<file path="src/verilog/rdl_pkg.sv">
// Shared constants and types for the receive data-link controller.
package rdl_pkg;
  // ****************************************
  // Register indexes (byte address is four times the index)
  // ****************************************
  localparam logic [9:0] IDX_CODE = 10'h016;
  localparam logic [9:0] IDX_CODE_IRQ = 10'h017;
  localparam logic [9:0] IDX_MSG_CTRL = 10'h018;
  localparam logic [9:0] IDX_MSG_STATE = 10'h019;
  localparam logic [9:0] IDX_BUF_FIRST = 10'h0de;
  localparam logic [9:0] IDX_BUF_LAST = 10'h135;
  localparam int BUF_DEPTH = 88;
  // ****************************************
  // Field positions
  // ****************************************
  localparam int CI_ACC_FLAG = 0;
  localparam int CI_ACC_EN = 1;
  localparam int CI_DROP_FLAG = 2;
  localparam int CI_DROP_EN = 3;
  localparam int CI_HELD = 4;
  localparam int MC_FLAG = 0;
  localparam int MC_IRQ_EN = 1;
  localparam int MC_ON = 2;
  localparam int MS_FLAG = 0;
  localparam int MS_EOM = 1;
  localparam int MS_FCS = 2;
  localparam int MS_CR = 3;
  localparam int MS_KIND = 4;
  localparam int MS_ABORT = 6;
  // ****************************************
  // Reset values of the writable enables
  // ****************************************
  localparam logic RST_ACC_EN = 1'b0;
  localparam logic RST_DROP_EN = 1'b0;
  localparam logic RST_MSG_EN = 1'b0;
  localparam logic RST_RX_ON = 1'b0;
  // ****************************************
  // Alarm code and message framing figures
  // ****************************************
  localparam int HIST_LEN = 10;
  localparam logic [3:0] ACCEPT_COUNT = 4'h8;
  localparam logic [3:0] DROP_COUNT = 4'h3;
  localparam logic [7:0] FLAG_OCTET = 8'h7e;
  localparam logic [2:0] STUFF_RUN = 3'h5;
  localparam logic [2:0] ABORT_RUN = 3'h7;
  localparam logic [2:0] FFRAME_DL = 3'h5;
  localparam logic [6:0] HDR_BYTES = 7'h03;
  localparam logic [6:0] MIN_BYTES = 7'h05;
  localparam logic [15:0] CRC_INIT = 16'hffff;
  localparam logic [15:0] CRC_POLY_REV = 16'h8408;
  localparam logic [15:0] CRC_RESIDUE = 16'hf0b8;
  localparam logic [7:0] KIND_TEST = 8'h32;
  localparam logic [7:0] KIND_IDLE = 8'h34;
  localparam logic [7:0] KIND_CL = 8'h38;
  localparam logic [7:0] KIND_ITU = 8'h3f;
  // ****************************************
  // Types
  // ****************************************
  typedef enum logic [1:0] {
    OH_OTHER = 2'b00,
    OH_ALARM = 2'b01,
    OH_LINK = 2'b10
  } rdl_oh_e;
  typedef enum logic {
    ST_HUNT = 1'b0,
    ST_FRAME = 1'b1
  } rdl_msg_e;
endpackage
</file>
<file path="src/verilog/rdl_link_if.sv">
// Overhead bit link from the receive framer to the data-link controller.
`timescale 1ns/10ps
interface rdl_link_if (
  input wire logic pclk
);
  logic oh_bit;
  logic oh_stb;
  rdl_pkg::rdl_oh_e oh_kind;
  logic [2:0] oh_fframe;
  modport dev (input oh_bit, input oh_stb, input oh_kind, input oh_fframe);
  modport frm (output oh_bit, output oh_stb, output oh_kind, output oh_fframe);
endinterface

</file>
<file path="src/verilog/rdl_ctrl_end.sv">
// Receive data-link controller: alarm code processor and message receiver.
//
// Notes on behaviour
// Drop held code when 3 of 10 differ.
// Drop sets flag, interrupts when enabled.
// Drop clears the code-held bit 4.
// Held code sits in bits 6:1.
// Accepted code interrupts; processor reads it.
// Message bits come from F-frame 5 DL.
// Payload stored in buffer 0xDE to 0x135.
// Stuffed zeros never reach stored bytes.
// Flag octet 0x7E opens and closes frames.
// Sender uses fixed header octet values.
// Check sequence is CRC-16, compared here.
// First info byte gives message type.
// Receiver idle until enable bit 2 set.
// Enabled receiver hunts flags continuously.
// Flag found sets flag-present bit 0.
// Non-flag octet clears flag-present bit; code clears it only in a frame, not while hunting after an abort.
// Seven ones after flag set abort bit.
// Status shows end, error, C/R, type.
// Accept code seen 8 of last 10.
// Alarm frame: eight ones, zeros around code.
// Zero after five ones is deleted.
// End interrupt only for a changed message.
// Interrupt while any enabled flag set.
//
// Chosen here: the APB slave port.
`timescale 1ns/10ps
module rdl_ctrl_end (
  // Clock and reset
  input wire logic pclk,
  input wire logic presetn,
  // Overhead link from the framer
  rdl_link_if.dev link,
  // APB register port
  input wire logic psel,
  input wire logic penable,
  input wire logic pwrite,
  input wire logic [11:0] paddr,
  input wire logic [31:0] pwdata,
  output logic [31:0] prdata,
  output logic pready,
  output logic pslverr,
  // Interrupt request
  output logic irq
);
  typedef struct packed {
    logic [15:0] fsr;
    logic [rdl_pkg::HIST_LEN-1:0][5:0] hist;
    logic [rdl_pkg::HIST_LEN-1:0] hv;
    logic held;
    logic [5:0] code;
    logic acc_en;
    logic acc_flag;
    logic drop_en;
    logic drop_flag;
    logic rx_on;
    logic msg_en;
    logic msg_flag;
    rdl_pkg::rdl_msg_e st;
    logic [7:0] win;
    logic [2:0] ones;
    logic [7:0] dbyte;
    logic [2:0] bcnt;
    logic [6:0] nbytes;
    logic [6:0] prev_len;
    logic [15:0] crc;
    logic differs;
    logic flag_pres;
    logic msg_complete;
    logic fcs_bad;
    logic cr;
    logic [1:0] kind;
    logic abort;
    logic [31:0] prdata;
    logic pready;
    logic pslverr;
    logic irq;
  } rdl_ctrl_s;

  rdl_ctrl_s r_reg;
  rdl_ctrl_s r_next;
  logic [7:0] buf_mem [rdl_pkg::BUF_DEPTH];
  logic buf_we;
  logic [6:0] buf_wa;
  logic [7:0] buf_wd;
  logic [9:0] idx;
  logic [9:0] buf_ra;
  logic [15:0] fsr_new;
  logic [5:0] code_new;
  logic [rdl_pkg::HIST_LEN-1:0] same_v;
  logic [rdl_pkg::HIST_LEN-1:0] diff_v;
  logic [7:0] byte_new;
  logic [2:0] ones_new;
  logic [7:0] win_new;
  logic [6:0] slot;
  logic [7:0] rd8;

  function automatic logic [15:0] crc_byte(input logic [15:0] c_in, input logic [7:0] d);
    logic [15:0] c;
    c = c_in;
    for (int i = 0; i < 8; i++) begin
      if (c[0] ^ d[i]) begin
        c = (c >> 1) ^ rdl_pkg::CRC_POLY_REV;
      end else begin
        c = c >> 1;
      end
    end
    return c;
  endfunction

  function automatic logic [3:0] count_ones(input logic [rdl_pkg::HIST_LEN-1:0] v);
    logic [3:0] n;
    n = 4'h0;
    for (int i = 0; i < rdl_pkg::HIST_LEN; i++) begin
      n = n + {3'h0, v[i]};
    end
    return n;
  endfunction

  function automatic logic [1:0] kind_of(input logic [7:0] b);
    case (b)
      rdl_pkg::KIND_IDLE: kind_of = 2'h1;
      rdl_pkg::KIND_CL: kind_of = 2'h2;
      rdl_pkg::KIND_ITU: kind_of = 2'h3;
      default: kind_of = 2'h0;
    endcase
  endfunction

  // ****************************************
  // Alarm code history compare
  // ****************************************
  assign fsr_new = {link.oh_bit, r_reg.fsr[15:1]};
  assign code_new = fsr_new[14:9];
  // match counting
  generate
    for (genvar g = 0; g < rdl_pkg::HIST_LEN; g++) begin : g_hist
      if (g == 0) begin : g_new
        assign same_v[g] = 1'b1;
        assign diff_v[g] = (code_new != r_reg.code);
      end else begin : g_old
        assign same_v[g] = r_reg.hv[g-1] && (r_reg.hist[g-1] == code_new);
        assign diff_v[g] = r_reg.hv[g-1] && (r_reg.hist[g-1] != r_reg.code);
      end
    end
  endgenerate

  assign idx = paddr[11:2];
  assign buf_ra = idx - rdl_pkg::IDX_BUF_FIRST;
  assign win_new = {link.oh_bit, r_reg.win[7:1]};
  assign byte_new = {link.oh_bit, r_reg.dbyte[7:1]};
  assign slot = r_reg.nbytes - rdl_pkg::HDR_BYTES;

  always_comb begin
    r_next = r_reg;
    buf_we = 1'b0;
    buf_wa = slot;
    buf_wd = byte_new;
    rd8 = 8'h00;
    ones_new = 3'h0;
    // ****************************************
    // APB slave
    // ****************************************
    r_next.pready = psel && !penable;
    if (psel && !penable) begin
      r_next.pslverr = 1'b0;
      if (idx == rdl_pkg::IDX_CODE) begin
        // code placement
        rd8 = {1'b0, r_reg.code, 1'b0};
      end else if (idx == rdl_pkg::IDX_CODE_IRQ) begin
        rd8 = {3'h0, r_reg.held, r_reg.drop_en, r_reg.drop_flag, r_reg.acc_en, r_reg.acc_flag};
      end else if (idx == rdl_pkg::IDX_MSG_CTRL) begin
        rd8 = {5'h00, r_reg.rx_on, r_reg.msg_en, r_reg.msg_flag};
      end else if (idx == rdl_pkg::IDX_MSG_STATE) begin
        // status layout
        rd8 = {1'b0, r_reg.abort, r_reg.kind, r_reg.cr, r_reg.fcs_bad, r_reg.msg_complete,
               r_reg.flag_pres};
      end else if (idx >= rdl_pkg::IDX_BUF_FIRST && idx <= rdl_pkg::IDX_BUF_LAST) begin
        rd8 = buf_mem[buf_ra[6:0]];
      end else begin
        r_next.pslverr = 1'b1;
      end
      r_next.prdata = {24'h000000, rd8};
    end
    if (psel && penable && r_reg.pready && !r_reg.pslverr) begin
      if (pwrite && idx == rdl_pkg::IDX_CODE_IRQ) begin
        r_next.drop_en = pwdata[rdl_pkg::CI_DROP_EN];
        r_next.acc_en = pwdata[rdl_pkg::CI_ACC_EN];
      end else if (pwrite && idx == rdl_pkg::IDX_MSG_CTRL) begin
        r_next.rx_on = pwdata[rdl_pkg::MC_ON];
        r_next.msg_en = pwdata[rdl_pkg::MC_IRQ_EN];
      end else if (!pwrite && idx == rdl_pkg::IDX_CODE_IRQ) begin
        r_next.drop_flag = 1'b0;
        r_next.acc_flag = 1'b0;
      end else if (!pwrite && idx == rdl_pkg::IDX_MSG_CTRL) begin
        r_next.msg_flag = 1'b0;
      end
    end
    // ****************************************
    // Alarm code processor
    // ****************************************
    if (link.oh_stb && link.oh_kind == rdl_pkg::OH_ALARM) begin
      r_next.fsr = fsr_new;
      // alarm framing
      if (fsr_new[7:0] == 8'hff && !fsr_new[8] && !fsr_new[15]) begin
        r_next.fsr = 16'h0000;
        r_next.hist = {r_reg.hist[rdl_pkg::HIST_LEN-2:0], code_new};
        r_next.hv = {r_reg.hv[rdl_pkg::HIST_LEN-2:0], 1'b1};
        if (!r_reg.held && count_ones(same_v) >= rdl_pkg::ACCEPT_COUNT) begin
          // accept
          r_next.held = 1'b1;
          r_next.code = code_new;
          r_next.acc_flag = 1'b1;
        end else if (r_reg.held && count_ones(diff_v) >= rdl_pkg::DROP_COUNT) begin
          // drop
          r_next.held = 1'b0;
          r_next.drop_flag = 1'b1;
        end
      end
    end
    // ****************************************
    // Message receiver
    // ****************************************
    // idle when off
    if (!r_reg.rx_on) begin
      r_next.st = rdl_pkg::ST_HUNT;
    end else if (link.oh_stb && link.oh_kind == rdl_pkg::OH_LINK &&
                 link.oh_fframe == rdl_pkg::FFRAME_DL) begin
      // bit intake and flag hunt
      r_next.win = win_new;
      if (link.oh_bit) begin
        ones_new = (r_reg.ones == rdl_pkg::ABORT_RUN) ? r_reg.ones : r_reg.ones + 3'h1;
      end
      r_next.ones = ones_new;
      if (win_new == rdl_pkg::FLAG_OCTET) begin
        // flag delimiter
        r_next.flag_pres = 1'b1;
        if (r_reg.st == rdl_pkg::ST_FRAME && r_reg.nbytes >= rdl_pkg::MIN_BYTES) begin
          // end of message
          r_next.msg_complete = 1'b1;
          r_next.fcs_bad = (r_reg.crc != rdl_pkg::CRC_RESIDUE);
          // changed message only
          if (r_reg.differs || r_reg.nbytes != r_reg.prev_len) begin
            r_next.msg_flag = 1'b1;
          end
          r_next.prev_len = r_reg.nbytes;
        end
        r_next.st = rdl_pkg::ST_FRAME;
        r_next.bcnt = 3'h0;
        r_next.nbytes = 7'h00;
        r_next.crc = rdl_pkg::CRC_INIT;
        r_next.differs = 1'b0;
      end else if (r_reg.st == rdl_pkg::ST_FRAME) begin
        if (ones_new == rdl_pkg::ABORT_RUN) begin
          // abort
          r_next.abort = 1'b1;
          r_next.st = rdl_pkg::ST_HUNT;
        // stuffed zero removal
        end else if (link.oh_bit || r_reg.ones != rdl_pkg::STUFF_RUN) begin
          r_next.dbyte = byte_new;
          r_next.bcnt = r_reg.bcnt + 3'h1;
          if (r_reg.bcnt == 3'h7) begin
            // non-flag octet
            r_next.flag_pres = 1'b0;
            r_next.crc = crc_byte(r_reg.crc, byte_new);
            if (r_reg.nbytes != 7'h7f) begin
              r_next.nbytes = r_reg.nbytes + 7'h01;
            end
            if (r_reg.nbytes == 7'h00) begin
              r_next.msg_complete = 1'b0;
              r_next.abort = 1'b0;
              r_next.fcs_bad = 1'b0;
              r_next.cr = byte_new[1];
            end
            if (r_reg.nbytes == rdl_pkg::HDR_BYTES) begin
              // type byte
              r_next.kind = kind_of(byte_new);
            end
            if (r_reg.nbytes >= rdl_pkg::HDR_BYTES &&
                slot < 7'(rdl_pkg::BUF_DEPTH)) begin
              // buffer write
              buf_we = 1'b1;
              if (buf_mem[slot] != byte_new) begin
                r_next.differs = 1'b1;
              end
            end
          end
        end
      end
    end
    // interrupt request
    r_next.irq = (r_next.acc_flag && r_next.acc_en) || (r_next.drop_flag && r_next.drop_en) ||
                 (r_next.msg_flag && r_next.msg_en);
  end

  always_ff @(posedge pclk or negedge presetn) begin
    if (!presetn) begin
      r_reg <= '0;
      r_reg.acc_en <= rdl_pkg::RST_ACC_EN;
      r_reg.drop_en <= rdl_pkg::RST_DROP_EN;
      r_reg.msg_en <= rdl_pkg::RST_MSG_EN;
      r_reg.rx_on <= rdl_pkg::RST_RX_ON;
    end else begin
      r_reg <= r_next;
    end
  end

  always_ff @(posedge pclk) begin
    if (buf_we) begin
      buf_mem[buf_wa] <= buf_wd;
    end
  end

  assign prdata = r_reg.prdata;
  assign pready = r_reg.pready;
  assign pslverr = r_reg.pslverr;
  assign irq = r_reg.irq;
endmodule

</file>
<file path="src/flat_wrapper.sv">
// flat-port wrapper written by rule: the top's interface ports become plain ports
module rdl_ctrl_end_flat 
  (pclk, presetn, psel, penable, pwrite, paddr, pwdata, prdata, pready, pslverr, irq, link_oh_bit, link_oh_stb, link_oh_kind, link_oh_fframe);
  rdl_link_if link_i (.pclk(pclk));
  input wire logic pclk;
  input wire logic presetn;
  input wire logic psel;
  input wire logic penable;
  input wire logic pwrite;
  input wire logic [11:0] paddr;
  input wire logic [31:0] pwdata;
  output logic [31:0] prdata;
  output logic pready;
  output logic pslverr;
  output logic irq;
  input wire logic [$bits(link_i.oh_bit)-1:0] link_oh_bit;
  input wire logic [$bits(link_i.oh_stb)-1:0] link_oh_stb;
  input wire logic [$bits(link_i.oh_kind)-1:0] link_oh_kind;
  input wire logic [$bits(link_i.oh_fframe)-1:0] link_oh_fframe;
  assign link_i.oh_bit = link_oh_bit;
  assign link_i.oh_stb = link_oh_stb;
  assign link_i.oh_kind = link_oh_kind;
  assign link_i.oh_fframe = link_oh_fframe;
  rdl_ctrl_end u_core (.pclk(pclk), .presetn(presetn), .link(link_i), .psel(psel), .penable(penable), .pwrite(pwrite), .paddr(paddr), .pwdata(pwdata), .prdata(prdata), .pready(pready), .pslverr(pslverr), .irq(irq));
endmodule
</file>
<file path="config.mk">
export PLATFORM = sky130hd
export DESIGN_NAME = rdl_ctrl_end_flat
export DESIGN_NICKNAME = d
export VERILOG_FILES = /design/src/verilog/rdl_pkg.sv /design/src/verilog/rdl_link_if.sv /design/src/verilog/rdl_ctrl_end.sv /design/src/flat_wrapper.sv
export SDC_FILE = /design/constraint.sdc
export NUM_CORES = 2
export LEC_CHECK = 0
export BUFFER_PORTS_ARGS = -buffer_cell sky130_fd_sc_hd__buf_2
export CAP_MARGIN = 20
export CORE_MARGIN = 4
export CORE_UTILIZATION = 50
export DETAILED_ROUTE_END_ITERATION = 16
export GPL_ROUTABILITY_DRIVEN = 0
export PLACE_DENSITY = 0.73
export SLEW_MARGIN = 20
export SYNTH_ARGS = -nofsm -noshare
export SYNTH_HDL_FRONTEND = slang
export SYNTH_SLANG_ARGS = --single-unit
</file>
<file path="constraint.sdc">
create_clock -name pclk -period 11.5 [get_ports pclk]
set_clock_uncertainty 0.2 [all_clocks]
set_input_delay 2.3 -clock pclk [delete_from_list [all_inputs] [get_ports pclk]]
set_output_delay 2.3 -clock pclk [all_outputs]
set_load 0.02 [all_outputs]
</file>
After elaboration in Yosys (flattened, before gate mapping)
Memory sizes are Yosys's and may differ from the RTL's.
Cells that the tools add are included.
- output and inout bits: 35
- word-level logic and storage cells: 346
- memories kept: 1
- register bits: 172
- input port bits: 56
- bits in writable memories: 704
- memory list (name ; depth ; width ; read ports ; clocked after memory_dff ; write ports ; line ; source):
    u_core.buf_mem ; 88 ; 8 ; 2 ; 0 ; 1 ; rdl_ctrl_end.sv:84 ; logic [7:0] buf_mem [rdl_pkg::BUF_DEPTH];
- $lt $le $gt $ge: 7
- reductions and logical operators: 76
- bitwise gates (word level): 19
- add/sub/neg operators: 23
- equality and inequality tests: 43
- muxes and demuxes: 137
- operator list (cell ; number):
    two-way mux 16 bit ; 57
    two-way mux 93 bit ; 1
    two-way mux 24 bit ; 3
    adder 4 x 1 -> 4 bit ; 16
    two-way mux 62 bit ; 1
    != test 6 bit ; 10
    == test 6 bit ; 9
    two-way mux 18 bit ; 3
    two-way mux 8 bit ; 6
    two-way mux 1 bit ; 46
    == test 10 x 5 -> 1 bit, second input constant ; 4
    logical AND 1 bit ; 39
    two-way mux 7 bit ; 5
    AND reduction 8 bit ; 4
    == test 8 x 6 -> 1 bit, second input constant ; 3
    NOT 2 -> 3 bit ; 8
    two-way mux 23 bit ; 1
    nonzero test 2 bit ; 11
    two-way mux 20 bit ; 1
    != test 16 bit, second input constant ; 1
    two-way mux 3 bit ; 5
    AND reduction 7 bit ; 2
    == test 3 bit, second input constant ; 4
    AND reduction 6 bit ; 2
    38 further kinds ; 63

Depth between registers and ports, before layout
- depth in word-level cells: 76
- mapped depth: 20
- mapped depth without buffers: 17

Worst setup path before layout
OpenSTA, ideal clock, no wires.
- kind: register to register
- start: register u_core.r_reg, in the netlist u_core.code_new[4]
- end: register u_core.r_reg, in the netlist u_core.irq
- library setup time: 0.127 ns
- stages on the path, launching flop included: 19
- slack: 6.204 ns
- path buffers: 2
- arrival: 4.969 ns
- required time: 11.173 ns
- clock period less this slack: 5.296 ns
- cell sequence: dfrtp_1 clkbuf_1 buf_1 xor2_1 nor4_1 nand3_1 ha_1 inv_1 fa_1 fa_1 fa_1 fa_1 fa_1 nor2_1 a31oi_1 o311ai_0 o21ai_0 a222oi_1 inv_1
- RTL lines (what ; line ; source):
    from (decl) ; rdl_ctrl_end.sv:82 ; rdl_ctrl_s r_reg;
    from (signal assigned) ; rdl_ctrl_end.sv:305 ; r_reg <= r_next;

Worst setup path in the final report
- start: input port link_oh_fframe[1]
- end: memory u_core.buf_mem[72][6], enable pin
- cells in the longest elaborated chain, start to end: 6
- RTL lines (what ; line ; source):
    from (decl) ; flat_wrapper.sv:19 ; input wire logic [$bits(link_i.oh_fframe)-1:0] link_oh_fframe;
    == test 3 bit ; rdl_ctrl_end.sv:229 ; link.oh_fframe == rdl_pkg::FFRAME_DL) begin
    logical AND 1 bit ; rdl_ctrl_end.sv:228 ; end else if (link.oh_stb && link.oh_kind == rdl_pkg::OH_LINK &&
    two-way mux 1 bit ; rdl_ctrl_end.sv:228 ;
    two-way mux 1 bit ; rdl_ctrl_end.sv:226 ; if (!r_reg.rx_on) begin
    two-way mux 1 bit ; rdl_ctrl_end.sv:310 ; if (buf_we) begin
    two-way mux 1 bit (implied by the code) ; rdl_ctrl_end.sv:311 ; buf_mem[buf_wa] <= buf_wd;
    to (decl) ; rdl_ctrl_end.sv:84 ;
No other way between the ends.

==> reports/qor.csv <==
metric;value;unit
status;finished, final reports clean;
min_from;u_core.prdata[7]$_DFFE_PN0P_;
ctsHoldBuffers;0;
setup_violations;0;
rr_worst_depth;12;
cts_inserted_buffers;93;
maxCapViolCount;0;
p_sw_share;21.9;%
crit_path_max_incr_delay;1.16;ns
synthFlopType;edfxtp_1;
syn_inst;3069;
crit_path_frequent_cell;nand2_1;
grt_pass1_wl;188;mm
core-area;0.0851;mm^2
leakage;17.8;nW
die_h;301;um
syn_area;0.0429;mm^2
syn_to_final_growth;10.0;%
min_period;6.94;ns
grt_setup_unrepaired;false;
clock_latency;0.67;ns
finalHoldViolations;0;
fin_nets;3101;
routed_via_density;6.86;
p_sw;0.00148;W
routedWlPerCell;29.9;um
seqPwrFrac;49.9;%
cts_root_buffer;clkbuf_16;
vias;29100;
worstSetupPathType;in2reg;
fp-row-count;107;
postCtsSetupBuffers;0;
max_freq;144;MHz
cp_max_fo;17;
cts_resized;0;
drt_wl_total;127;mm
antenna_found_initial;3;
cp-start-kind;primary input;
ys_seq_elements;866;
clk_pin_slew;0.06;ns
combPwrFrac;4.0;%
drt_iter0_drc;5082;
cts_tree;done;
fin_tns_setup;0;ns
rr_startpoint;u_core.r_reg[66]$_DFFE_PN0P_;
post-place-ws;4.16;ns
seq_area_frac_synth;58.7;%
drive_gt1_share;20.6;%
worstPathCellList;buf_2, nand4b_1, nor3b_1, nand2_1, nor2_1, nand2_1, nor3_1, nand2_1, nor2_1;
yosys_warnings;0;
finalMaxSlewViolations;0;
grt_pass1_vias;28600;
start_util;50.4;%
pin_count;91;
p_int;0.00529;W
final_cell_area;0.0472;mm^2
vdd_drop_max;139;uV
dieArea;0.0905;mm^2
startpoint;link_oh_fframe[1];
ctsHtreeMaxLevel;3;
clkPwrFrac;46.1;%
first_pass_iters;7;
timing.final.crit_share;60.3;%
cts_sinks;866;
final_common_cell;edfxtp_1;
ys_types;82;
placed_cells;4064;
ctsLongestPathBuffers;3;
final_cell_mix;704 x edfxtp_1, 440 x nand2_1, 265 x mux4_2;
synthArstFlopShare;18.7;%
cp_slowest_cell;nor2_1;
io_buffers;35;
die_w;301;um
drc;0;
worstHoldPathType;reg2reg;
antenna_left;0;
fillers;6583;
hold_depth;2;
grt_max_degree;182;
worst_pin_slew;1.19;ns
avgSynthCellArea;14.0;um^2
final_cells;4243;
end_kind;flip-flop;
largest_reg_flops;704;
required;11.57;ns
slew-limit-headroom;20.1;%
placed_cell_area;0.0439;mm^2
timing.final.ws_setup;4.56;ns
p_per_area;144;mW/mm^2
synth_edf_count;704;
grt.total_usage;27.8;%
worst_ep_arrival_time;7.00;ns
dp_hpwl;78.6;mm
p_total;0.00677;W
grt_overflow;0;
## power groups by stage
stage,Sequential [W],Clock (W),Combinational [W]
final,0.00338,0.00312,0.000269
after global placement,0.00344,0,0.000258
after global routing,0.00338,0.00329,0.000288
after detailed placement,0.00344,0,0.000263
after CTS,0.00338,0.00313,0.000264
after floorplan,0.00343,0,0.000193
## per-stage QoR
step | hold slack [ns] | utilization [%]
2_1_floorplan | 0.240 | -
3_3_place_gp | 0.252 | 51.6
3_5_place_dp | 0.251 | 51.6
4_1_cts | 0.265 | 55.3
5_1_grt | 0.295 | 55.4
6_report | 0.263 | 55.4
## cell type report
type	count	area, um^2	area share, %
repair buffers	87	658	1.39
flip-flops and latches	866	25200	53.4
diodes	3	7.51	0.0159
clock inverters	64	749	1.59
inverters	27	101	0.215
multi-input cells	1942	16600	35.2
clock buffers	110	2450	5.19
well taps	1144	1430	3.03
## cell families (layout without fill, tap and decap cells)
logic type / after synthesis / count (layout) / synth area share (%)
simple gates: 921 / 921 / 9.61
flops: 866 / 866 / 58.7
buf+inv: 284 / 288 / 3.10
mux: 433 / 433 / 18.1
fa+ha+maj: 28 / 28 / 1.01
xor+xnor: 162 / 162 / 3.37
other cells: 1 / 27 / 0.00874
compound gates: 374 / 374 / 6.04
## critical path, delay by kind of cell
kind	cells	cell delay (ns)
buffers and inverters	1	0.09
and+or+nand+nor	8	4.58
## cell usage after synthesis, types with 41 or more instances
master / n / area [um^2]
mux2i_1: 67 / 671
nand2_1: 440 / 1650
buf_2: 80 / 400
dfrtp_1: 162 / 4050
nand3_1: 121 / 606
edfxtp_1: 704 / 21100
nor3_1: 47 / 235
clkbuf_1: 100 / 375
a21oi_1: 64 / 320
xor2_1: 60 / 526
xnor2_1: 100 / 876
buf_4: 41 / 308
mux2_2: 101 / 1140
nor2_1: 173 / 649
o21ai_0: 60 / 300
mux4_2: 265 / 5970
## final timing paths
check | slack [ns] | end
max reg2reg | 4.95 | u_core.r_reg[42]$_DFFE_PN0P_
max | 4.56 | u_core.buf_mem[72][6]$_DFFE_PP_
min in group asynchronous | 1.45 | u_core.r_reg[92]$_DFFE_PN0P_
max in group asynchronous | 8.42 | u_core.r_reg[140]$_DFFE_PN0P_
min reg2reg | 0.26 | u_core.prdata[7]$_DFFE_PN0P_
min | 0.26 | u_core.prdata[7]$_DFFE_PN0P_
## per-layer routing
| metal | GRT usage [%] | share of wire (%) | vias up |
|---|---|---|---|
| li1 | - | - | 11700 |
| met1 | 36.1 | 35 | 14700 |
| met2 | 43.0 | 46 | 2259 |
| met3 | 9.78 | 14 | 441 |
| met4 | 11.6 | 5.0 | 4 |
| met5 | 0.487 | 0.065 | - |
No activity file was read; power rests on OpenSTA's default activity.
